<file path="config.mk">
export PLATFORM = sky130hd
export DESIGN_NAME = position_packet_framer
export DESIGN_NICKNAME = d
export VERILOG_FILES = /design/src/framer_pkg.sv /design/src/position_packet_framer.sv
export SDC_FILE = /design/constraint.sdc
export NUM_CORES = 1
export LEC_CHECK = 0
export BUFFER_PORTS_ARGS = -buffer_cell sky130_fd_sc_hd__buf_4
export CORE_MARGIN = 5
export CORE_UTILIZATION = 50
export CTS_CLUSTER_DIAMETER = 120
export DETAILED_ROUTE_END_ITERATION = 8
export GPL_TIMING_DRIVEN = 0
export PLACE_DENSITY = 0.66
export SYNTH_ARGS = -nofsm -noshare
export SYNTH_HDL_FRONTEND = slang
export SYNTH_SLANG_ARGS = --single-unit
</file>
<file path="constraint.sdc">
create_clock -name clk -period 11.1 [get_ports clk]
set_input_delay 2.775 -clock clk [delete_from_list [all_inputs] [get_ports clk]]
set_output_delay 2.775 -clock clk [all_outputs]
set_load 0.05 [all_outputs]
</file>
<file path="src/framer_pkg.sv">
// Shared constants for the position report framer
package framer_pkg;

  // Clock and time base
  localparam int CLK_PERIOD_NS = 5;
  localparam int NS_PER_MS = 1000000;
  localparam int CYCLES_PER_MS = NS_PER_MS / CLK_PERIOD_NS;
  localparam logic [9:0] MS_PER_S = 10'd1000;
  localparam logic [15:0] PERIOD_DEFAULT_MS = 16'd100;

  // Reserved symbols and stuffing
  localparam logic [7:0] BYTE_OPEN = 8'h7E;
  localparam logic [7:0] BYTE_CLOSE = 8'h7F;
  localparam logic [7:0] BYTE_ESC = 8'h7D;
  localparam logic [7:0] ESC_XOR = 8'h20;

  // Field lengths in bytes
  localparam logic [15:0] START_LEN = 16'd7;
  localparam logic [15:0] END_LEN = 16'd1;
  localparam logic [15:0] STAMP_LEN = 16'd6;
  localparam logic [15:0] POS_LEN = 16'd9;
  localparam int MAX_BYTES = 23;

  // Field select mask bits
  localparam int MASK_STAMP_BIT = 0;
  localparam int MASK_POS_BIT = 1;

  // Lock levels
  localparam logic [7:0] LOCK_RELIABLE = 8'h02;

  // Register byte offsets
  localparam logic [7:0] CTRL_OFS = 8'h00;
  localparam logic [7:0] PERIOD_OFS = 8'h04;
  localparam logic [7:0] STATUS_OFS = 8'h08;
  localparam logic [7:0] STAMP_OFS = 8'h0C;
  localparam logic [7:0] COUNT_OFS = 8'h10;

  // Control register bits
  localparam int CTRL_EN_BIT = 0;
  localparam int CTRL_LOCKED_BIT = 1;
  localparam int CTRL_NOSTUFF_BIT = 2;
  localparam int CTRL_STAMP_BIT = 3;
  localparam int CTRL_POS_BIT = 4;
  localparam int CTRL_W = 5;
  localparam logic [4:0] CTRL_RESET = 5'h13;

  // Status register bits
  localparam int STAT_BUSY_BIT = 0;
  localparam int STAT_LINK_BIT = 1;
  localparam int STAT_LEN_LSB = 8;

  typedef enum logic {IDLE, SEND} frame_state_t;

endpackage

</file>
<file path="src/position_packet_framer.sv">
// Periodic binary position report framer with APB registers
//
// What this block does
// - Transmit only; there is no receive path at all.
// - Report starts every period, default 100 ms, software can change it.
// - Timing comes from the period counter alone, not position arrival.
// - Locked-only set: send only when lock level is 2, else skip.
// - Locked-only clear: send every period, zero coordinates when unlocked.
// - Multi-byte integers go out most significant byte first.
// - Every field is whole bytes, bit field or integer.
// - One configuration gives fixed packet length and layout.
// - Nothing sent before link opens; first byte sent opens a packet.
// - Packet opens with unescaped 0x7E.
// - Packet closes with unescaped 0x7F as final byte.
// - Stuffing turns 0x7D/0x7E/0x7F content into 0x7D, byte XOR 0x20.
// - Stuffing on after reset; a control bit can disable it.
// - Optional fields in fixed order: timestamp then position.
// - Start and end fields are always present.
// - Two-byte unsigned total length follows opening byte, counting all.
// - Four-byte field select mask follows; start field is 7 bytes.
// - Timestamp is 4-byte seconds then 2-byte milliseconds.
// - Seconds and milliseconds clock restarts at zero on reset.
// - Position is signed 4-byte x, y in mm, then 1-byte lock.
// - Lock level 0 or 1 unreliable, 2 reliable.
`timescale 1ns/1ps
`default_nettype none

module position_packet_framer #(
  parameter int CYCLES_PER_MS = framer_pkg::CYCLES_PER_MS,
  parameter int ADDR_W = 8
) (
  input wire logic clk,
  input wire logic rstn,
  input wire logic ce,
  input wire logic psel,
  input wire logic penable,
  input wire logic pwrite,
  input wire logic [ADDR_W-1:0] paddr,
  input wire logic [31:0] pwdata,
  output logic [31:0] prdata,
  output logic pready,
  output logic pslverr,
  input wire logic link_open,
  input wire logic [31:0] pos_x,
  input wire logic [31:0] pos_y,
  input wire logic [7:0] position_lock_level,
  output logic tx_valid,
  output logic [7:0] tx_data,
  input wire logic tx_ready
);
  import framer_pkg::*;

  typedef struct packed {
    frame_state_t st;
    logic [31:0] div;
    logic [15:0] per;
    logic [31:0] stamp_seconds;
    logic [9:0] stamp_millis;
    logic [MAX_BYTES-1:0][7:0] pkt;
    logic [7:0] len;
    logic [7:0] idx;
    logic esc;
    logic tx_valid;
    logic [7:0] tx_data;
    logic [CTRL_W-1:0] ctrl;
    logic [15:0] report_period_ms;
    logic [15:0] sent;
    logic [15:0] skipped;
    logic pready;
    logic pslverr;
    logic [31:0] prdata;
  } framer_regs_t;

  framer_regs_t state_reg;
  framer_regs_t state_next;

  localparam framer_regs_t RESET_VAL = '{
    st: IDLE,
    div: '0,
    per: '0,
    stamp_seconds: '0,
    stamp_millis: '0,
    pkt: '0,
    len: '0,
    idx: '0,
    esc: 1'b0,
    tx_valid: 1'b0,
    tx_data: '0,
    ctrl: CTRL_RESET,
    report_period_ms: PERIOD_DEFAULT_MS,
    sent: '0,
    skipped: '0,
    pready: 1'b0,
    pslverr: 1'b0,
    prdata: '0
  };

  // Byte that must be escaped on the wire
  function automatic logic reserved(input logic [7:0] b);
    reserved = (b == BYTE_ESC) || (b == BYTE_OPEN) || (b == BYTE_CLOSE);
  endfunction

  // Byte k of a 32-bit word, most significant first
  function automatic logic [7:0] msb_byte(input logic [31:0] w,
                                          input int k);
    msb_byte = w[31-8*k -: 8];
  endfunction

  logic tick_ms;
  logic tick_per;
  logic locked_ok;
  logic start;
  logic take;
  logic raw;
  logic [7:0] p;
  logic [7:0] b;
  logic [15:0] limit;
  logic [15:0] plen;
  logic [31:0] mask;
  logic [31:0] x_out;
  logic [31:0] y_out;
  logic [31:0] rd;
  logic bad;
  logic access;
  logic stamp_on;
  logic pos_on;

  always_comb begin
    state_next = state_reg;
    tick_ms = 1'b0;
    tick_per = 1'b0;
    p = '0;
    b = '0;
    raw = 1'b0;
    rd = '0;
    bad = 1'b0;
    stamp_on = state_reg.ctrl[CTRL_STAMP_BIT];
    pos_on = state_reg.ctrl[CTRL_POS_BIT];

    // Millisecond time base
    if (state_reg.div >= 32'(CYCLES_PER_MS - 1)) begin
      state_next.div = '0;
      tick_ms = 1'b1;
    end else begin
      state_next.div = state_reg.div + 32'h1;
    end

    if (tick_ms) begin
      if (state_reg.stamp_millis == MS_PER_S - 10'd1) begin
        state_next.stamp_millis = '0;
        state_next.stamp_seconds = state_reg.stamp_seconds + 32'h1;
      end else begin
        state_next.stamp_millis = state_reg.stamp_millis + 10'd1;
      end
    end

    limit = (state_reg.report_period_ms == '0) ? 16'h1 :
            state_reg.report_period_ms;
    if (tick_ms) begin
      if (state_reg.per >= limit - 16'h1) begin
        state_next.per = '0;
        tick_per = 1'b1;
      end else begin
        state_next.per = state_reg.per + 16'h1;
      end
    end

    locked_ok = !state_reg.ctrl[CTRL_LOCKED_BIT] ||
                (position_lock_level == LOCK_RELIABLE);
    start = tick_per && state_reg.ctrl[CTRL_EN_BIT] && link_open &&
            locked_ok && (state_reg.st == IDLE);
    if (tick_per && !start) begin
      state_next.skipped = state_reg.skipped + 16'h1;
    end

    take = !state_reg.tx_valid || tx_ready;
    if (take) begin
      state_next.tx_valid = 1'b0;
    end
    if (take && state_reg.st == SEND) begin
      if (state_reg.idx == state_reg.len) begin
        state_next.st = IDLE;
        state_next.sent = state_reg.sent + 16'h1;
      end else begin
        b = state_reg.pkt[state_reg.idx];
        raw = (state_reg.idx == '0) ||
              (state_reg.idx == state_reg.len - 8'h1);
        state_next.tx_valid = 1'b1;
        if (!raw && !state_reg.ctrl[CTRL_NOSTUFF_BIT] && reserved(b)) begin
          if (!state_reg.esc) begin
            state_next.tx_data = BYTE_ESC;
            state_next.esc = 1'b1;
          end else begin
            state_next.tx_data = b ^ ESC_XOR;
            state_next.esc = 1'b0;
            state_next.idx = state_reg.idx + 8'h1;
          end
        end else begin
          state_next.tx_data = b;
          state_next.idx = state_reg.idx + 8'h1;
        end
      end
    end

    plen = START_LEN + END_LEN + (stamp_on ? STAMP_LEN : 16'h0) +
           (pos_on ? POS_LEN : 16'h0);
    mask = '0;
    mask[MASK_STAMP_BIT] = stamp_on;
    mask[MASK_POS_BIT] = pos_on;
    x_out = (position_lock_level == LOCK_RELIABLE) ? pos_x : '0;
    y_out = (position_lock_level == LOCK_RELIABLE) ? pos_y : '0;

    if (start) begin
      state_next.pkt = '0;
      state_next.pkt[0] = BYTE_OPEN;
      state_next.pkt[1] = plen[15:8];
      state_next.pkt[2] = plen[7:0];
      for (int k = 0; k < 4; k++) begin
        state_next.pkt[3+k] = msb_byte(mask, k);
      end
      p = START_LEN[7:0];
      if (stamp_on) begin
        for (int k = 0; k < 4; k++) begin
          state_next.pkt[p] = msb_byte(state_reg.stamp_seconds, k);
          p = p + 8'h1;
        end
        state_next.pkt[p] = {6'h0, state_reg.stamp_millis[9:8]};
        state_next.pkt[p+8'h1] = state_reg.stamp_millis[7:0];
        p = p + 8'h2;
      end
      if (pos_on) begin
        for (int k = 0; k < 4; k++) begin
          state_next.pkt[p] = msb_byte(x_out, k);
          state_next.pkt[p+8'h4] = msb_byte(y_out, k);
          p = p + 8'h1;
        end
        p = p + 8'h4;
        state_next.pkt[p] = position_lock_level;
        p = p + 8'h1;
      end
      state_next.pkt[p] = BYTE_CLOSE;
      state_next.len = plen[7:0];
      state_next.idx = '0;
      state_next.esc = 1'b0;
      state_next.st = SEND;
    end

    // APB slave: answer one cycle into access phase
    access = psel && penable;
    state_next.pready = 1'b0;
    state_next.pslverr = 1'b0;
    unique case (paddr)
      ADDR_W'(CTRL_OFS): rd = {{(32-CTRL_W){1'b0}}, state_reg.ctrl};
      ADDR_W'(PERIOD_OFS): rd = {16'h0, state_reg.report_period_ms};
      ADDR_W'(STATUS_OFS): begin
        rd[STAT_BUSY_BIT] = (state_reg.st == SEND);
        rd[STAT_LINK_BIT] = link_open;
        rd[STAT_LEN_LSB +: 16] = plen;
      end
      ADDR_W'(STAMP_OFS): rd = state_reg.stamp_seconds;
      ADDR_W'(COUNT_OFS): rd = {state_reg.skipped, state_reg.sent};
      default: bad = 1'b1;
    endcase
    if (access && !state_reg.pready) begin
      state_next.pready = 1'b1;
      state_next.pslverr = bad;
      state_next.prdata = (bad || pwrite) ? 32'h0 : rd;
    end
    // Write commits on the completing edge
    if (access && state_reg.pready && pwrite && !state_reg.pslverr) begin
      if (paddr == ADDR_W'(CTRL_OFS)) begin
        state_next.ctrl = pwdata[CTRL_W-1:0];
      end
      if (paddr == ADDR_W'(PERIOD_OFS)) begin
        state_next.report_period_ms = pwdata[15:0];
      end
    end
  end

  always_ff @(posedge clk) begin
    if (!rstn) begin
      state_reg <= RESET_VAL;
    end else if (ce) begin
      state_reg <= state_next;
    end
  end

  assign tx_valid = state_reg.tx_valid;
  assign tx_data = state_reg.tx_data;
  assign prdata = state_reg.prdata;
  assign pready = state_reg.pready;
  assign pslverr = state_reg.pslverr;

endmodule // position_packet_framer

`default_nettype wire

</file>
---- Yosys cells after proc, flatten, opt, wreduce, memory -nomap -nowiden ----
Cells that the tools add are included.
word-level totals
  bits in registers ....................... 386
  bits of input ports ..................... 120
  output and inout port bits .............. 43
  word-level logic and storage cells ...... 228
operators by class
  $add $sub $neg .......................... 21
  order comparisons ....................... 23
  eq/ne operators ......................... 13
  muxes and demuxes ....................... 70
  bitwise operators ....................... 6
  reductions and logical operators ........ 55
operator list
  kind                     count
  $bwmux W184              9
  $demux W8 S5             10
  $mux W184                2
  $or A161 B161 Y161       1
  $mux W8                  18
  $mux W32                 4
  $mux W48                 2
  $lt A8 B6 Y1 const B     11
  $ge A8 B1 Y1 const B     10
  $add A32 B1 Y32 const B  2
  $pmux W16 S4             1
  $add A16 B1 Y16 const B  3
  $add A8 B1 Y8 const B    6
  $add A8 B3 Y8 const B    5
  $bmux W8 S5              1
  $mux W18                 2
  $mux W34                 1
  $ge A32 B18 Y1 const B   1
  $mux W16                 2
  $eq A8 B7 Y1 const B     3
  $pmux W6 S4              1
  $and A23 B23 Y23         1
  $logic_and A1 B1 Y1      23
  $not A23 Y23             1
  32 further kinds         68

---- Depth between registers and ports, before layout ----
  depth in word-level cells ............... 27
  depth in mapped cells ................... 22
  depth with buffers taken out ............ 19

---- Worst setup path after synthesis ----
OpenSTA, ideal clock, no wires.
  path kind ............................... input to register
  from .................................... input port paddr[7]
  to ...................................... register state_reg (netlist bit prdata[19])
  library setup time ...................... 0.065 ns
  data arrival time ....................... 4.878 ns
  required time ........................... 11.035 ns
  slack ................................... 6.157 ns
  cell stages on the path ................. 10
  buffers on the path ..................... 2
  path through ............................ or4_1 -> nor3_4 -> nor3b_2 -> nor3b_1 -> or2_2 -> clkbuf_1 -> buf_2 -> nor2_1 -> a21oi_1 -> nor2_1
on the way
  longest elaborated chain between the ends .. 5
  elaborated cells between the ends (all ways) .. 10
  those cells by class .................... eq/ne (4); mux (3); reduce/logical (3)
RTL lines
  what                                  RTL line                       RTL
  start, declared                       position_packet_framer.sv:38   input wire logic [ADDR_W-1:0] paddr,
  $eq A8 B3 Y1 (tied with other cells)  position_packet_framer.sv:252  unique case (paddr)
  $reduce_or A5 Y1 (no source line)     n/a
  $mux W1                               position_packet_framer.sv:252
  $logic_or A1 B1 Y1                    position_packet_framer.sv:267  state_next.prdata = (bad || pwrite) ? 32'h0 : rd;
  $mux W32 *                            position_packet_framer.sv:267
  end signal, assigned                  position_packet_framer.sv:284  state_reg <= state_next;
  end, declared                         position_packet_framer.sv:74   framer_regs_t state_reg;
Mark *: on every way between the ends. The rest lies on a longest branch, timed or not.
A chain may end at the register's enable or synchronous reset.

---- Worst setup path in the final report ----
  from .................................... register state_reg[70] in the netlist's numbering
  to ...................................... register state_reg[285] in the netlist's numbering
on the way
  longest elaborated chain between the ends .. 11
RTL lines
  what                                  RTL line                       RTL
  $logic_not A16 Y1                     position_packet_framer.sv:157  limit = (state_reg.report_period_ms == '0) ? 16'h1 :
  $mux W16 *                            position_packet_framer.sv:157
  $sub A16 B1 Y16 *                     position_packet_framer.sv:160  if (state_reg.per >= limit - 16'h1) begin
  $ge A16 B16 Y1 *                      position_packet_framer.sv:160
  $mux W1 *                             position_packet_framer.sv:160
  $mux W1 *                             position_packet_framer.sv:159  if (tick_ms) begin
  $logic_and A1 B1 Y1 * (3 in series)   position_packet_framer.sv:170  start = tick_per && state_reg.ctrl[CTRL_EN_BIT] && link_open &&
  $logic_and A1 B1 Y1 *                 position_packet_framer.sv:171  locked_ok && (state_reg.st == IDLE);
  $reduce_and A2 Y1 (no source line) *  n/a
Marked as above.

==> metrics.md <==
| Metric | Value |
|---|---|
| CP startpoint kind | register |
| Core Area | 0.0327 sq mm |
| Residual DRC | 0 |
| Layout Nets | 2357 |
| Number of global-route vias before repair | 15200 |
| Post-synthesis cell area | 0.0166 sq mm |
| Max Cap Viol | 0 |
| Max VDD drop | 0.130 mV |
| Post-CTS setup buffer count | 0 |
| DR WL met2 | 28200 um |
| Final hold violation count | 0 |
| Die Y | 192 um |
| Clock Sinks | 333 |
| Gr ovfl total | 0 |
| Pwr dens | 129 mW/mm^2 |
| Ant diodes | 0 |
| Layout cells sized above 1 | 14.6% |
| First drt pass iteration count | 9 |
| Synthesized flop and latch total | 333 |
| Final Cycle Share | 56.1% |
| Worst path required time | 11.54 ns |
| Largest net degree at the start of global routing | 13 |
| Unique masters post-synth | 76 |
| Max-slew headroom | 31.5% |
| Syn_nets | 2173 |
| Cts bufs inserted | 38 |
| Via count | 16300 |
| Average size of a mapped cell | 8.20 sq um |
| HP Class | register to register |
| Number of flops mapped to enable cells by yosys | 0 |
| Fin cells | 2680 |
| Synth top cells by count | dfxtp_1, nor2_1, nand2_1, a21oi_1, nand3_1 |
| Top routing layer in use | met4 |
| Met3 WL | 5240 um |
| CP Data Arrival Time | 6.67 ns |
| Critical Path Start | state_reg[70] |
| Routability congestion estimate from global placement | 1.00 |
| Most common flop cell mapped by yosys | dfxtp_1 |
| Initial Utilization | 50.8% |
| Post-route minimum period | 6.23 ns |
| Seq/Total Area, Yosys | 40.1% |
| Leakage | 6.92 nW |
| Critical path type | register to register |
| Worst-margin pin slew | 1.03 ns |
| CTS tree | built |
| Synth async-reset ratio | 0% |
| CTS HTree Levels | 2 |
| Initial antenna violation count | 2 |
| Most frequent cell after synthesis | dfxtp_1 |
| Max frequency | 160 MHz |
| Hold path depth | 2 |
| Setup TNS | 0 ns |
| Hold_buf cts | 0 |
| Clock transition at path regs | 0.06 ns |
| I/O pins | 163 |
| Status | finished clean |
| Yosys warning total | 0 |
| Row count | 66 |
| RSZ-0062 raised after global routing | false |
| WL per Instance | 23.0 um |
| First-pass GRT wire length | 92200 um |
| FF-to-FF Start | state_reg[70] |
| Routed Antenna Nets | 0 |
| Longest Clk Path Bufs | 3 |
| Tot GR Track Use | 32.6% |
| Clock Latency Late Sink | 0.53 ns |
| Die Wd | 192 um |
| Post-Route Skew | 0.0182 ns |
| Vias/cell | 6.09 |
| Cell taking the most area after synthesis | dfxtp_1 |
| PortBufs | 144 |
| Top post-synthesis cells by area | dfxtp_1, nor2_1, nand2_1, a21oi_1, mux2i_1 |
| DR iter-0 viols | 1630 |
| Post-CTS Resized | 0 |
| CTS root buf | clkbuf_16 |
| Hold_sp | state_reg[278] |
| Hpwl dp | 47500 um |
| Reg2Reg Depth | 20 |
| Max Slew Vio Count | 0 |
| Critical Path Sink Type | register |
| Worst Path Max Fanout | 10 |
| Wl on met1 | 25200 um |
| Largest register FFs | 288 |
| Full die area | 0.0370 sq mm |
| Post-Route WL | 61600 um |
| Placed insts | 2612 |
| Final setup violation count | 0 |
| Syn Inst Count | 2026 |
| Area delta synth->final | 17.0% |
| Yosys top cell area share | 40.1% |
-- logic make-up (layout without fill, tap and decap cells) --
| kind of cell | count (synthesis) | after routing | synth area share [%] |
|---|---|---|---|
| AO/OA/AOI/OAI | 370 | 370 | 15.0 |
| XOR/XNOR | 101 | 101 | 5.33 |
| adder cells (fa/ha/maj) | 27 | 27 | 2.03 |
| buffers and inverters | 214 | 426 | 6.18 |
| flip-flops | 333 | 333 | 40.1 |
| multiplexers | 82 | 82 | 6.08 |
| AND/OR/NAND/NOR | 899 | 899 | 25.2 |
-- layer usage --
layer,vias up,global-route usage (%)
li1,7527,-
met2,824,52.4
met5,-,0
met1,7802,43.8
met3,158,4.58
met4,0,14.4
-- worst max-delay path, cell delays in order, from the launching register on --
cell,delay (ns)
dfxtp_1,0.31
buf_6,0.13
or4_4,0.55
or3_4,0.36
or4_4,0.43
or3_4,0.36
nor2_4,0.14
a21oi_1,0.11
ha_1,0.22
nand2_1,0.20
nor3_1,0.10
xnor2_1,0.15
ha_1,0.31
nand4_1,0.10
o31a_1,0.29
o211ai_1,0.30
nand3_1,0.37
nor2_2,0.64
clkbuf_1,0.62
nand3_1,0.25
a21oi_1,0.19
-- stage by stage --
stage                     cell area, sq um  hold slack, ns  util, %  setup slack, ns  total power, mW
after floorplan                      16600           0.428        -             6.16             1.25
after global placement               18200           0.438     55.8             4.70             1.31
after detailed placement             18200           0.444     55.8             4.73             1.31
after CTS                            19400           0.453     59.4             4.96             2.52
after global routing                 19400           0.467     59.4             4.70             2.58
final                                19400           0.449     59.4             4.87             2.51
-- placed cells by master (no fill, tap or decap), types with 10 or more instances in the layout --
master     Yosys  layout
clkbuf_1     103     113
nand2_1      249     249
nor4_1        16      16
o21ai_0       24      24
and2_1        19      19
ha_1          27      27
a22oi_1       22      22
a221oi_1      60      60
nor3_1        77      77
buf_4         44     188
mux2_2        11      11
mux4_2        14      14
mux2i_1       57      57
a31oi_1       12      12
nor2_1       270     270
inv_1         29      29
xor2_1        51      51
clkbuf_16      0      39
a21oi_1      163     163
nand4_1       38      38
buf_2         29      29
nand2b_1      14      14
dfxtp_1      333     333
nand3_1      114     114
a222oi_1      11      11
xnor2_1       50      50
o211ai_1      11      11
and3_1        33      33
or3_1         22      22
nor2b_1       10      10
-- worst paths after layout --
check,end,slack [ns]
min reg2reg,state_reg[278],0.45
min,state_reg[278],0.45
max reg2reg,state_reg[285],4.87
max,state_reg[285],4.87
-- power breakdown --
| part | internal (mW) | total [mW] | leakage, nW | switching [mW] |
|---|---|---|---|---|
| combinational | 0.0314 | 0.0912 | 3.65 | 0.0598 |
| sequential | 1.20 | 1.20 | 2.68 | 0.000917 |
| clock | 0.710 | 1.23 | 0.590 | 0.515 |
-- cell type report --
class / instances / area [sq um]
multi-input combinational: 1479 / 8920
tap: 442 / 553
fill: 3064 / 13300
clock buffer: 55 / 1100
timing repair buffer: 144 / 1080
inverter: 31 / 116
sequential: 333 / 6670
buffer: 183 / 911
clock inverter: 13 / 98.8
Note: power is estimated with default switching activity, not from simulation.
